==> src/hdl/cfg_header_pkg.sv <==
// Constants, field layouts and carrier types for the configuration header block
package cfg_header_pkg;

  // Byte offsets of the configuration words
  localparam logic [7:0] CLASS_OFFSET   = 8'h08;
  localparam logic [7:0] TENURE_OFFSET  = 8'h0c;
  localparam logic [7:0] LAYOUT_OFFSET  = 8'h0e;
  localparam logic [7:0] WINDOW_OFFSET  = 8'h10;

  // Dword index width of a configuration access
  localparam int INDEX_WIDTH = 6;

  // Fixed field values of the class code word
  localparam logic [7:0] BASE_CATEGORY_VALUE   = 8'h0c;
  localparam logic [7:0] SUBCLASS_VALUE        = 8'h00;
  localparam logic [7:0] PROGRAMMING_MODEL     = 8'h10;

  // Fixed field values of the layout and self-test half word
  localparam logic [7:0] SELF_TEST_VALUE       = 8'h00;
  localparam logic [7:0] LAYOUT_KIND_VALUE     = 8'h00;

  // Window base field layout
  localparam int         WINDOW_LSB            = 11;
  localparam logic [31:0] WINDOW_WRITE_MASK    = 32'hfffff800;
  localparam logic [6:0] WINDOW_SIZE_CODE      = 7'h00;
  localparam logic       PREFETCH_FLAG         = 1'b0;
  localparam logic [1:0] DECODE_WIDTH_TYPE     = 2'h0;
  localparam logic       SPACE_INDICATOR       = 1'b0;

  // Values after reset of the writable fields
  localparam logic [7:0]  TENURE_LIMIT_RESET   = 8'h00;
  localparam logic [7:0]  LINE_SIZE_RESET      = 8'h00;
  localparam logic [20:0] WINDOW_BASE_RESET    = 21'h000000;

  // Initiator commands that use the line size
  localparam logic [3:0] CMD_READ_MULTIPLE     = 4'hc;
  localparam logic [3:0] CMD_READ_LINE         = 4'he;
  localparam logic [3:0] CMD_WRITE_INVALIDATE  = 4'hf;

  // One configuration access as sampled at the port
  typedef struct packed {
    logic                   write;
    logic [INDEX_WIDTH-1:0] index;
    logic [3:0]             byte_enable;
    logic [31:0]            wdata;
  } cfg_req_type;

  // Writable state of the header
  typedef struct packed {
    logic [7:0]  tenure_limit;
    logic [7:0]  line_size_setting;
    logic [20:0] window_base_pointer;
  } header_state_type;

endpackage

==> src/hdl/tenure_timer.sv <==
// Bus tenure counter started at the beginning of each initiator transaction
`timescale 1ns/1ps
`default_nettype none
module tenure_timer (
  // Clock and reset
  input  wire logic       clk,
  input  wire logic       resetn,
  // Transaction tracking
  input  wire logic       start,
  input  wire logic       busy,
  input  wire logic [7:0] limit,
  // Status
  output logic            expired
);

  typedef enum logic [2:0] {
    T_IDLE    = 3'b001,
    T_COUNT   = 3'b010,
    T_EXPIRED = 3'b100
  } tenure_state_type;

  tenure_state_type state_reg;
  tenure_state_type state_next;
  logic [7:0]       count_reg;
  logic [7:0]       count_next;

  always_comb begin
    state_next = state_reg;
    count_next = count_reg;
    if (start) begin
      count_next = 8'h00;
      state_next = (limit == 8'h00) ? T_EXPIRED : T_COUNT;
    end else begin
      unique case (state_reg)
        T_IDLE: begin
          state_next = T_IDLE;
        end
        T_COUNT: begin
          if (!busy) begin
            state_next = T_IDLE;
          end else begin
            count_next = count_reg + 8'h01;
            if (count_next == limit) begin
              state_next = T_EXPIRED;
            end
          end
        end
        T_EXPIRED: begin
          if (!busy) begin
            state_next = T_IDLE;
          end
        end
        default: begin
          state_next = T_IDLE;
        end
      endcase
    end
  end

  always_ff @(posedge clk or negedge resetn) begin
    if (!resetn) begin
      state_reg <= T_IDLE;
      count_reg <= 8'h00;
    end else begin
      state_reg <= state_next;
      count_reg <= count_next;
    end
  end

  assign expired = (state_reg == T_EXPIRED);

endmodule
`default_nettype wire

==> src/hdl/window_match.sv <==
// Address compare of a memory cycle against the register window
`timescale 1ns/1ps
`default_nettype none
module window_match (
  // Window setup
  input  wire logic        enable,
  input  wire logic [20:0] base_pointer,
  // Memory cycle
  input  wire logic        cycle,
  input  wire logic [31:0] address,
  // Result
  output logic             hit
);

  // Only the upper bits take part, so the window is 2K bytes long and aligned
  assign hit = enable && cycle
            && (address[31:cfg_header_pkg::WINDOW_LSB] == base_pointer);

endmodule
`default_nettype wire

==> src/hdl/cfg_header_regs.sv <==
// Configuration header words 08h to 10h with tenure limit and window decode
`timescale 1ns/1ps
`default_nettype none
module cfg_header_regs #(
  // Value is arbitrary
  parameter logic [7:0] SILICON_REVISION = 8'h5a
) (
  // Clock and reset
  input  wire logic        CLK,
  input  wire logic        RESETN,
  // Configuration access
  input  wire logic        CFG_SEL,
  input  wire logic        CFG_WRITE,
  input  wire logic [5:0]  CFG_INDEX,
  input  wire logic [3:0]  CFG_BE,
  input  wire logic [31:0] CFG_WDATA,
  output logic [31:0]      CFG_RDATA,
  output logic             CFG_ACK,
  // Memory window
  input  wire logic        MEMORY_RESPONSE_ENABLE,
  input  wire logic        MEM_CYCLE,
  input  wire logic [31:0] MEM_ADDR,
  output logic             MEM_CLAIM,
  // Initiator side
  input  wire logic        FRAME_START,
  input  wire logic        TRANSFER_BUSY,
  input  wire logic        GNT_N,
  input  wire logic [3:0]  INIT_CMD,
  output logic             TENURE_EXPIRED,
  output logic             TERMINATE_REQ,
  output logic [7:0]       LINE_SIZE,
  output logic [7:0]       BURST_WORDS
);

  localparam int IW = cfg_header_pkg::INDEX_WIDTH;

  // Dword indices derived from the byte offsets
  localparam logic [IW-1:0] CLASS_INDEX  = cfg_header_pkg::CLASS_OFFSET[7:2];
  localparam logic [IW-1:0] TENURE_INDEX = cfg_header_pkg::TENURE_OFFSET[7:2];
  localparam logic [IW-1:0] WINDOW_INDEX = cfg_header_pkg::WINDOW_OFFSET[7:2];

  // Merge write data into a stored word lane by lane
  function automatic logic [31:0] merge_bytes(
    input logic [31:0] old_value,
    input logic [31:0] new_value,
    input logic [3:0]  byte_enable
  );
    logic [31:0] result;
    result = old_value;
    for (int lane = 0; lane < 4; lane++) begin
      if (byte_enable[lane]) begin
        result[lane*8 +: 8] = new_value[lane*8 +: 8];
      end
    end
    return result;
  endfunction

  // Whether an initiator command moves whole cache lines
  function automatic logic uses_line(input logic [3:0] command);
    return (command == cfg_header_pkg::CMD_READ_MULTIPLE)
        || (command == cfg_header_pkg::CMD_READ_LINE)
        || (command == cfg_header_pkg::CMD_WRITE_INVALIDATE);
  endfunction

  cfg_header_pkg::cfg_req_type      req;
  cfg_header_pkg::header_state_type state_reg;
  cfg_header_pkg::header_state_type state_next;

  logic [31:0] class_word;
  logic [31:0] tenure_word;
  logic [31:0] window_word;
  logic [31:0] merged_tenure;
  logic [31:0] merged_window;

  logic [31:0] rdata_reg;
  logic [31:0] rdata_next;
  logic        ack_reg;
  logic        ack_next;

  logic        claim_reg;
  logic        claim_next;
  logic        window_hit;

  logic        expired;
  logic        expired_reg;
  logic        terminate_reg;
  logic        terminate_next;
  logic [7:0]  line_reg;
  logic [7:0]  burst_reg;
  logic [7:0]  burst_next;

  assign req.write       = CFG_WRITE;
  assign req.index       = CFG_INDEX;
  assign req.byte_enable = CFG_BE;
  assign req.wdata       = CFG_WDATA;

  // Read views of the three configuration words
  assign class_word = {cfg_header_pkg::BASE_CATEGORY_VALUE,
                       cfg_header_pkg::SUBCLASS_VALUE,
                       cfg_header_pkg::PROGRAMMING_MODEL,
                       SILICON_REVISION};

  assign tenure_word = {cfg_header_pkg::SELF_TEST_VALUE,
                        cfg_header_pkg::LAYOUT_KIND_VALUE,
                        state_reg.tenure_limit,
                        state_reg.line_size_setting};

  assign window_word = {state_reg.window_base_pointer,
                        cfg_header_pkg::WINDOW_SIZE_CODE,
                        cfg_header_pkg::PREFETCH_FLAG,
                        cfg_header_pkg::DECODE_WIDTH_TYPE,
                        cfg_header_pkg::SPACE_INDICATOR};

  // Lanes 3 and 2 of the tenure word are fixed, so they never take data
  assign merged_tenure = merge_bytes(tenure_word, req.wdata,
                                     {2'b00, req.byte_enable[1:0]});

  // Low bits of the window word are masked off after the merge
  assign merged_window = merge_bytes(window_word, req.wdata, req.byte_enable)
                       & cfg_header_pkg::WINDOW_WRITE_MASK;

  // Configuration register state
  always_comb begin
    state_next = state_reg;
    if (CFG_SEL && req.write) begin
      if (req.index == TENURE_INDEX) begin
        state_next.tenure_limit      = merged_tenure[15:8];
        state_next.line_size_setting = merged_tenure[7:0];
      end
      if (req.index == WINDOW_INDEX) begin
        state_next.window_base_pointer =
          merged_window[31:cfg_header_pkg::WINDOW_LSB];
      end
    end
  end

  always_ff @(posedge CLK or negedge RESETN) begin
    if (!RESETN) begin
      state_reg.tenure_limit        <= cfg_header_pkg::TENURE_LIMIT_RESET;
      state_reg.line_size_setting   <= cfg_header_pkg::LINE_SIZE_RESET;
      state_reg.window_base_pointer <= cfg_header_pkg::WINDOW_BASE_RESET;
    end else begin
      state_reg <= state_next;
    end
  end

  // Configuration answer: one cycle after the access, reads give the old value
  always_comb begin
    ack_next   = CFG_SEL;
    rdata_next = 32'h00000000;
    if (CFG_SEL && !req.write) begin
      unique case (req.index)
        CLASS_INDEX:  rdata_next = class_word;
        TENURE_INDEX: rdata_next = tenure_word;
        WINDOW_INDEX: rdata_next = window_word;
        default:      rdata_next = 32'h00000000;
      endcase
    end
  end

  always_ff @(posedge CLK or negedge RESETN) begin
    if (!RESETN) begin
      ack_reg   <= 1'b0;
      rdata_reg <= 32'h00000000;
    end else begin
      ack_reg   <= ack_next;
      rdata_reg <= rdata_next;
    end
  end

  // Memory window decode
  window_match u_window (
    .enable       (MEMORY_RESPONSE_ENABLE),
    .base_pointer (state_reg.window_base_pointer),
    .cycle        (MEM_CYCLE),
    .address      (MEM_ADDR),
    .hit          (window_hit)
  );

  always_comb begin
    claim_next = window_hit;
  end

  always_ff @(posedge CLK or negedge RESETN) begin
    if (!RESETN) begin
      claim_reg <= 1'b0;
    end else begin
      claim_reg <= claim_next;
    end
  end

  // Initiator tenure tracking
  tenure_timer u_tenure (
    .clk     (CLK),
    .resetn  (RESETN),
    .start   (FRAME_START),
    .busy    (TRANSFER_BUSY),
    .limit   (state_reg.tenure_limit),
    .expired (expired)
  );

  // Grant is sampled as a plain level; a grant still held lets the burst run on
  always_comb begin
    terminate_next = expired && TRANSFER_BUSY && !FRAME_START && GNT_N;
    // A zero line size would stall a line command, so it falls back to one word
    if (uses_line(INIT_CMD) && (state_reg.line_size_setting != 8'h00)) begin
      burst_next = state_reg.line_size_setting;
    end else begin
      burst_next = 8'h01;
    end
  end

  always_ff @(posedge CLK or negedge RESETN) begin
    if (!RESETN) begin
      expired_reg   <= 1'b0;
      terminate_reg <= 1'b0;
      line_reg      <= cfg_header_pkg::LINE_SIZE_RESET;
      burst_reg     <= 8'h01;
    end else begin
      expired_reg   <= expired;
      terminate_reg <= terminate_next;
      line_reg      <= state_reg.line_size_setting;
      burst_reg     <= burst_next;
    end
  end

  // Port drive
  assign CFG_RDATA      = rdata_reg;
  assign CFG_ACK        = ack_reg;
  assign MEM_CLAIM      = claim_reg;
  assign TENURE_EXPIRED = expired_reg;
  assign TERMINATE_REQ  = terminate_reg;
  assign LINE_SIZE      = line_reg;
  assign BURST_WORDS    = burst_reg;

endmodule
`default_nettype wire

==> config.mk <==
export PLATFORM = sky130hd
export DESIGN_NAME = cfg_header_regs
export DESIGN_NICKNAME = d
export VERILOG_FILES = /design/src/hdl/cfg_header_pkg.sv /design/src/hdl/tenure_timer.sv /design/src/hdl/window_match.sv /design/src/hdl/cfg_header_regs.sv
export SDC_FILE = /design/constraint.sdc
export NUM_CORES = 1
export LEC_CHECK = 0
export BUFFER_PORTS_ARGS = -buffer_cell sky130_fd_sc_hd__buf_2
export CORE_AREA = 2 2 72 142
export DETAILED_ROUTE_END_ITERATION = 10
export DIE_AREA = 0 0 74 144
export GPL_ROUTABILITY_DRIVEN = 0
export HOLD_SLACK_MARGIN = 0.05
export PLACE_DENSITY = 0.8
export SLEW_MARGIN = 30
export SYNTH_ARGS = -nofsm -noshare
export SYNTH_HDL_FRONTEND = slang
export SYNTH_SLANG_ARGS = --single-unit
==> constraint.sdc <==
create_clock -name CLK -period 2.05 [get_ports CLK]
set_clock_uncertainty 0.05 [all_clocks]
set_input_delay 0.615 -clock CLK [delete_from_list [all_inputs] [get_ports CLK]]
set_output_delay 0.615 -clock CLK [all_outputs]
set_load 0.005 [all_outputs]
==> results.py, run 1 <==
metrics = {
    "synth": {
        "synth_edf_count": 0,
        "synth_fa_ha_area_frac": 0.00300,
        "syn_area_sq_um": 4160,
        "syn_avg_cell_area_sq_um": 13.1,
        "ys_seq_area_frac": 0.602,
        "synth-xor-area-share": 0.0799,
        "synthCells": 317,
        "synth_top_family_by_area": "simple AND/OR/NAND/NOR gates",
        "synthDistinctLibCells": 44,
        "synthArstFlopShare": 1.00,
        "ys_seq_elements": 100,
        "synth-compound-area-share": 0.0276,
        "yosys.area_share.simple": 0.160,
        "synth_ff_type": "dfrtp_1",
        "synth_nets": 405,
        "synth_mux_area_frac": 0.105,
        "yosysWarnings": 0,
    },
    "final_layout": {
        "layout.nets": 542,
        "fillers": 823,
        "syn2layout_area_growth_pct": 27.0,
        "largest_reg_flops": 37,
        "final_common_cell": "buf_2",
        "final_cell_mix": "buf_2 (126), dfrtp_1 (98), mux2_1 (37)",
        "drive_gt1_frac": 0.359,
        "design_area_sq_um": 5290,
    },
    "timing": {
        "max_slew_margin": 0.620,
        "setup_viol_count_final": 0,
        "tightestPinTransition_ns": 0.565,
        "hold_slack_ns": 0.0694,
        "hold_viol": 0,
        "rsz0062_at_grt": "no",
        "finalMaxSlewViolations": 0,
        "max_freq_mhz": 527,
        "finalCritPeriodShare": 0.925,
        "fin_crit_ns": 1.90,
    },
    "cts": {
        "htreeDepth": 3,
        "clock-sinks": 100,
        "clkTransAtPathRegs_ns": 0.06,
        "clock_latency_ns": 0.33,
        "hold_buffers": 0,
        "cts_tree": "yes",
        "cts_root_buf": "clkbuf_16",
        "clock_path_buffers": 2,
        "cts_buffers": 9,
    },
    "routing": {
        "wire_per_inst_um": 15.6,
        "drt-initial-drc-count": 136,
        "post-route-drc-count": 0,
        "wl_met2_um": 5150,
        "totalWireLength_um": 9180,
        "top_layer": "met4",
        "wl_met3_um": 336,
        "drtAntennaViolNets": 0,
        "vias": 2864,
        "dr.pass1.iters": 4,
        "met1_length_um": 3200,
        "vias_per_cell": 4.85,
    },
    "global_routing": {
        "antenna_found_initial": 0,
        "track_usage": 0.182,
        "grt_max_degree": 56,
        "grt_pass1_vias": 3008,
        "grt_overflow": 0,
        "grt_pass1_wl_um": 14400,
    },
    "power": {
        "vdd_drop_max_mv": 0.393,
        "leakage_uw": 0.00288,
        "powerDensity_nw_per_um2": 744,
        "seq_power_share": 0.528,
        "p_comb_frac": 0.074,
        "switching_share": 0.217,
        "clkPwrFrac": 0.397,
        "power.switching_uw": 852,
        "internal_power_uw": 3080,
    },
    "die": {
        "num_io_pins": 139,
        "die_area_sq_um": 10700,
        "die_x_um": 74,
        "floorplan.initialDensity": 0.432,
        "die_y_um": 144,
        "core.rowCount": 51,
        "coreArea_sq_um": 9640,
    },
    "setup_path": {
        "critical_path.max_fanout": 7,
        "cp_data_required_time_ns": 2.20,
        "worst-setup-path-type": "reg -> reg",
        "end_kind": "flop",
        "worstSetupStartpointType": "flop",
        "worstPathArrival_ns": 2.04,
    },
    "placed_design": {
        "placed_area_sq_um": 5010,
        "io_buffers": 127,
        "dp.final_hpwl_um": 7210,
    },
    "status": {
        "status": "complete, no violations",
    },
    "worst_hold_path": {
        "hold_class": "in -> async",
    },
    "flow_run": {
        "cap_violations": 0,
    },
}
-- worst max-delay path: stages, from the launching register on --
cell and delay (ns):
dfrtp_1 0.45, ha_2 0.29, nand4_1 0.11, a2111oi_2 0.44, o2111ai_1 0.22, nor3b_1 0.19
-- per-stage QoR --
stage	setup TNS [ns]	power, uW	worst slack (ns)	util	instances
after floorplan	0	2230	0.196	-	317
after global placement	-0.409	2400	-0.0393	0.520	575
after detailed placement	-1.63	2410	-0.0693	0.520	575
after CTS	0	3980	0.0914	0.548	589
after global routing	0	4100	0.0339	0.549	589
final	0	3940	0.153	0.549	590
-- layout make-up --
cell class / count / area, sq um / share of cell area
antenna: 1 / 2.50 / 0.000473
clock buffer: 13 / 270 / 0.0511
clock inverter: 1 / 7.51 / 0.00142
inverter: 3 / 11.3 / 0.00213
multi-input combinational: 202 / 1570 / 0.297
sequential: 100 / 2500 / 0.474
tap: 132 / 165 / 0.0312
timing repair buffer: 138 / 758 / 0.143
-- layer usage --
layer,vias to the layer above,track usage
li1,1352,-
met1,1378,0.183
met2,98,0.324
met3,36,0.0334
met4,0,0.131
met5,-,0
-- path summary, 6_finish.rpt --
path | end | cells past startpoint | slack, ns | start
worst max-delay path | u_tenure.state_reg[1] | 5 | 0.15 | u_tenure.count_reg[0]
worst min-delay path | CFG_RDATA[1] | 1 | 0.07 | RESETN
worst max register to register | u_tenure.state_reg[1] | 5 | 0.15 | u_tenure.count_reg[0]
worst min register to register | LINE_SIZE[0] | 0 | 0.37 | state_reg[21]
max in group asynchronous | u_tenure.state_reg[0] | 2 | 1.30 | RESETN
min in group CLK | LINE_SIZE[0] | 0 | 0.37 | state_reg[21]
-- synthesized netlist by cell type (all sizes together) (2+ instances only) --
master / number / area (sq um)
mux2: 38 / 428
nor2: 18 / 67.6
nor3: 3 / 20.0
nand4: 12 / 141
and3: 3 / 23.8
dfstp: 2 / 52.6
nand2b: 2 / 12.5
nor3b: 2 / 15.0
clkbuf: 3 / 21.3
buf: 9 / 60.1
inv: 3 / 11.3
a22oi: 4 / 30.0
xnor2: 12 / 105
nand3b: 2 / 15.0
nand3: 4 / 20.0
xor2: 26 / 228
a21oi: 3 / 15.0
and2: 30 / 188
nor4: 6 / 37.5
dfrtp: 98 / 2450
nand2: 21 / 78.8
o211ai: 2 / 15.0
-- cells by family after synthesis --
family | Yosys count
AOI/OAI and AO/OA | 15
xor gates and xnor gates | 38
adders and majority gates | 1
buffers and inverters | 15
DFF | 100
muxes | 39
and+or+nand+nor | 109
-- what timing repair did --
item,in CTS,in global routing
resized for setup,0,1
buffers inserted,0,0
setup endpoints to repair,0,1
-- power by group through the flow --
stage | Sequential, uW | Clock [uW] | Combinational (uW)
after floorplan | 2100 | 0 | 123
after global placement | 2110 | 0 | 286
after detailed placement | 2120 | 0 | 297
after CTS | 2080 | 1610 | 299
after global routing | 2090 | 1690 | 327
final | 2080 | 1560 | 293
(Power assumes the default switching activity.)
==> run 2, diff against run 1 <==
--- a/config.mk
+++ b/config.mk
@@ -6,12 +6,11 @@
 export NUM_CORES = 1
 export LEC_CHECK = 0
 export BUFFER_PORTS_ARGS = -buffer_cell sky130_fd_sc_hd__buf_2
-export CORE_AREA = 2 2 72 142
+export CORE_AREA = 2 2 80 158
 export DETAILED_ROUTE_END_ITERATION = 10
-export DIE_AREA = 0 0 74 144
+export DIE_AREA = 0 0 82 160
 export GPL_ROUTABILITY_DRIVEN = 0
 export HOLD_SLACK_MARGIN = 0.05
-export PLACE_DENSITY = 0.8
 export SLEW_MARGIN = 30
 export SYNTH_ARGS = -nofsm -noshare
 export SYNTH_HDL_FRONTEND = slang
==> results.py, run 2 (same netlist as run 1, synthesis figures left out) <==
metrics = {
    "status": {
        "status": "complete, no violations",
    },
    "final_layout": {
        "drive_gt1_frac": 0.360,
        "largest_reg_flops": 37,
        "final_common_cell": "buf_2",
        "syn2layout_area_growth_pct": 27.9,
        "fillers": 1155,
        "fin_cells": 609,
        "layout.nets": 544,
        "final_cell_mix": "buf_2 (126), dfrtp_1 (98), mux2_1 (37)",
    },
    "global_routing": {
        "grt_pass1_vias": 2782,
        "antenna_found_initial": 2,
        "track_usage": 0.142,
        "grt_max_degree": 38,
        "grt_pass1_wl_um": 14100,
        "grt_overflow": 0,
    },
    "routing": {
        "dr.pass1.iters": 4,
        "drt-initial-drc-count": 84,
        "wire_per_inst_um": 14.8,
        "totalWireLength_um": 9000,
        "drtAntennaViolNets": 0,
        "vias": 2822,
        "post-route-drc-count": 0,
        "vias_per_cell": 4.63,
    },
    "cts": {
        "clkTransAtPathRegs_ns": 0.07,
        "clock_latency_ns": 0.34,
        "cts_root_buf": "clkbuf_16",
        "clock_path_buffers": 2,
        "cts_tree": "yes",
        "htreeDepth": 3,
        "hold_buffers": 0,
        "clock-sinks": 100,
        "cts_repair_resize_count": 0,
        "cts_setup_buffers": 0,
        "cts_buffers": 9,
    },
    "setup_path": {
        "cp_data_required_time_ns": 2.22,
        "end_kind": "flop",
        "critical_path.max_fanout": 8,
        "crit_family": "simple AND/OR/NAND/NOR gates",
        "path_buf_inv": 2,
        "worstPathArrival_ns": 1.96,
        "cp_slowest_cell": "mux2_1",
        "crit_chain": "buf_2, nor3_2, and4b_1, buf_4, nand4_4, mux2_1",
        "worst-setup-path-type": "in -> reg",
        "cpPeakStageDelay_ns": 0.37,
        "worstSetupStartpointType": "input pin",
    },
    "timing": {
        "fin_crit_ns": 1.80,
        "hold_viol": 0,
        "rsz0062_at_grt": "no",
        "setup_viol_count_final": 0,
        "finalCritPeriodShare": 0.877,
        "max_slew_margin": 0.667,
        "finalSetupTns_ns": 0,
        "worst_slack_ns": 0.252,
        "max_freq_mhz": 556,
        "finalMaxSlewViolations": 0,
        "tightestPinTransition_ns": 0.495,
    },
    "power": {
        "leakage_uw": 0.00290,
        "p_total_uw": 4000,
        "powerDensity_nw_per_um2": 752,
        "vdd_drop_max_mv": 0.453,
    },
    "worst_hold_path": {
        "hold_class": "in -> async",
    },
    "die": {
        "die_x_um": 82,
        "num_io_pins": 139,
        "die_y_um": 160,
        "floorplan.initialDensity": 0.348,
        "die_area_sq_um": 13100,
        "coreArea_sq_um": 12000,
        "core.rowCount": 57,
    },
    "placed_design": {
        "pre_cts_ws_ns": -0.0924,
        "post-place-cells": 592,
        "dp.final_hpwl_um": 6750,
        "io_buffers": 127,
    },
    "flow_run": {
        "cap_violations": 0,
    },
}
run 2: cell types whose count changed in the layout (fill, tap and decap cells not counted):
cell and delta:
clkinv_2 +3, buf_4 +2, clkbuf_1 +1, bufinv_16 +1
clkbuf_8 -3, ha_2 -1, ha_1 +1
run 2: layout make-up:
class                   instances  area [sq um]  area share
diodes                          1          2.50    0.000470
multi-input cells             202          1570       0.294
well taps                     147           184      0.0345
repair buffers                140           773       0.145
clock inverters                 5          52.6     0.00986
clock buffers                  11           233      0.0437
inverters                       3          11.3     0.00211
flip-flops and latches        100          2500       0.470
run 2: through the flow:
| step | area [sq um] | util | hold slack [ns] |
|---|---|---|---|
| final | 5330 | 0.445 | 0.169 |
| after global routing | 5330 | 0.445 | 0.192 |
| after CTS | 5330 | 0.444 | 0.179 |
| after detailed placement | 5040 | 0.421 | 0.358 |
| after global placement | 5040 | 0.421 | 0.360 |
| after floorplan | 4160 | - | 0.269 |
run 2: final timing paths:
path / cells past startpoint / from / slack (ns) / endpoint
setup / recovery: 6 / CFG_INDEX[3] / 0.25 / state_reg[31]
hold / removal: 1 / RESETN / 0.17 / BURST_WORDS[7]
setup reg to reg: 5 / u_tenure.count_reg[1] / 0.27 / u_tenure.state_reg[1]
hold reg to reg: 0 / state_reg[21] / 0.37 / LINE_SIZE[0]
max in group asynchronous: 2 / RESETN / 1.18 / BURST_WORDS[0]
min in group CLK: 0 / state_reg[21] / 0.37 / LINE_SIZE[0]
run 2: worst reg2reg max path, delay by kind of cell, from the launching register on:
kind                       cells  cell delay [ns]
adders and majority gates      1             0.33
and+or+nand+nor                2             0.33
AOI/OAI and AO/OA              2             0.56
DFF                            1             0.38
run 2: metal layers:
metal,GRT usage,up-vias,wire (um)
met1,0.188,1350,3850
met3,0.0407,9,745
li1,-,1359,-
met2,0.220,104,4290
met4,0.0477,0,118
met5,0,-,0
run 2: power by group:
| group | total, uW | switching [uW] | internal (uW) |
|---|---|---|---|
| sequential | 2080 | 44.5 | 2030 |
| clock | 1640 | 697 | 940 |
| combinational | 291 | 147 | 144 |
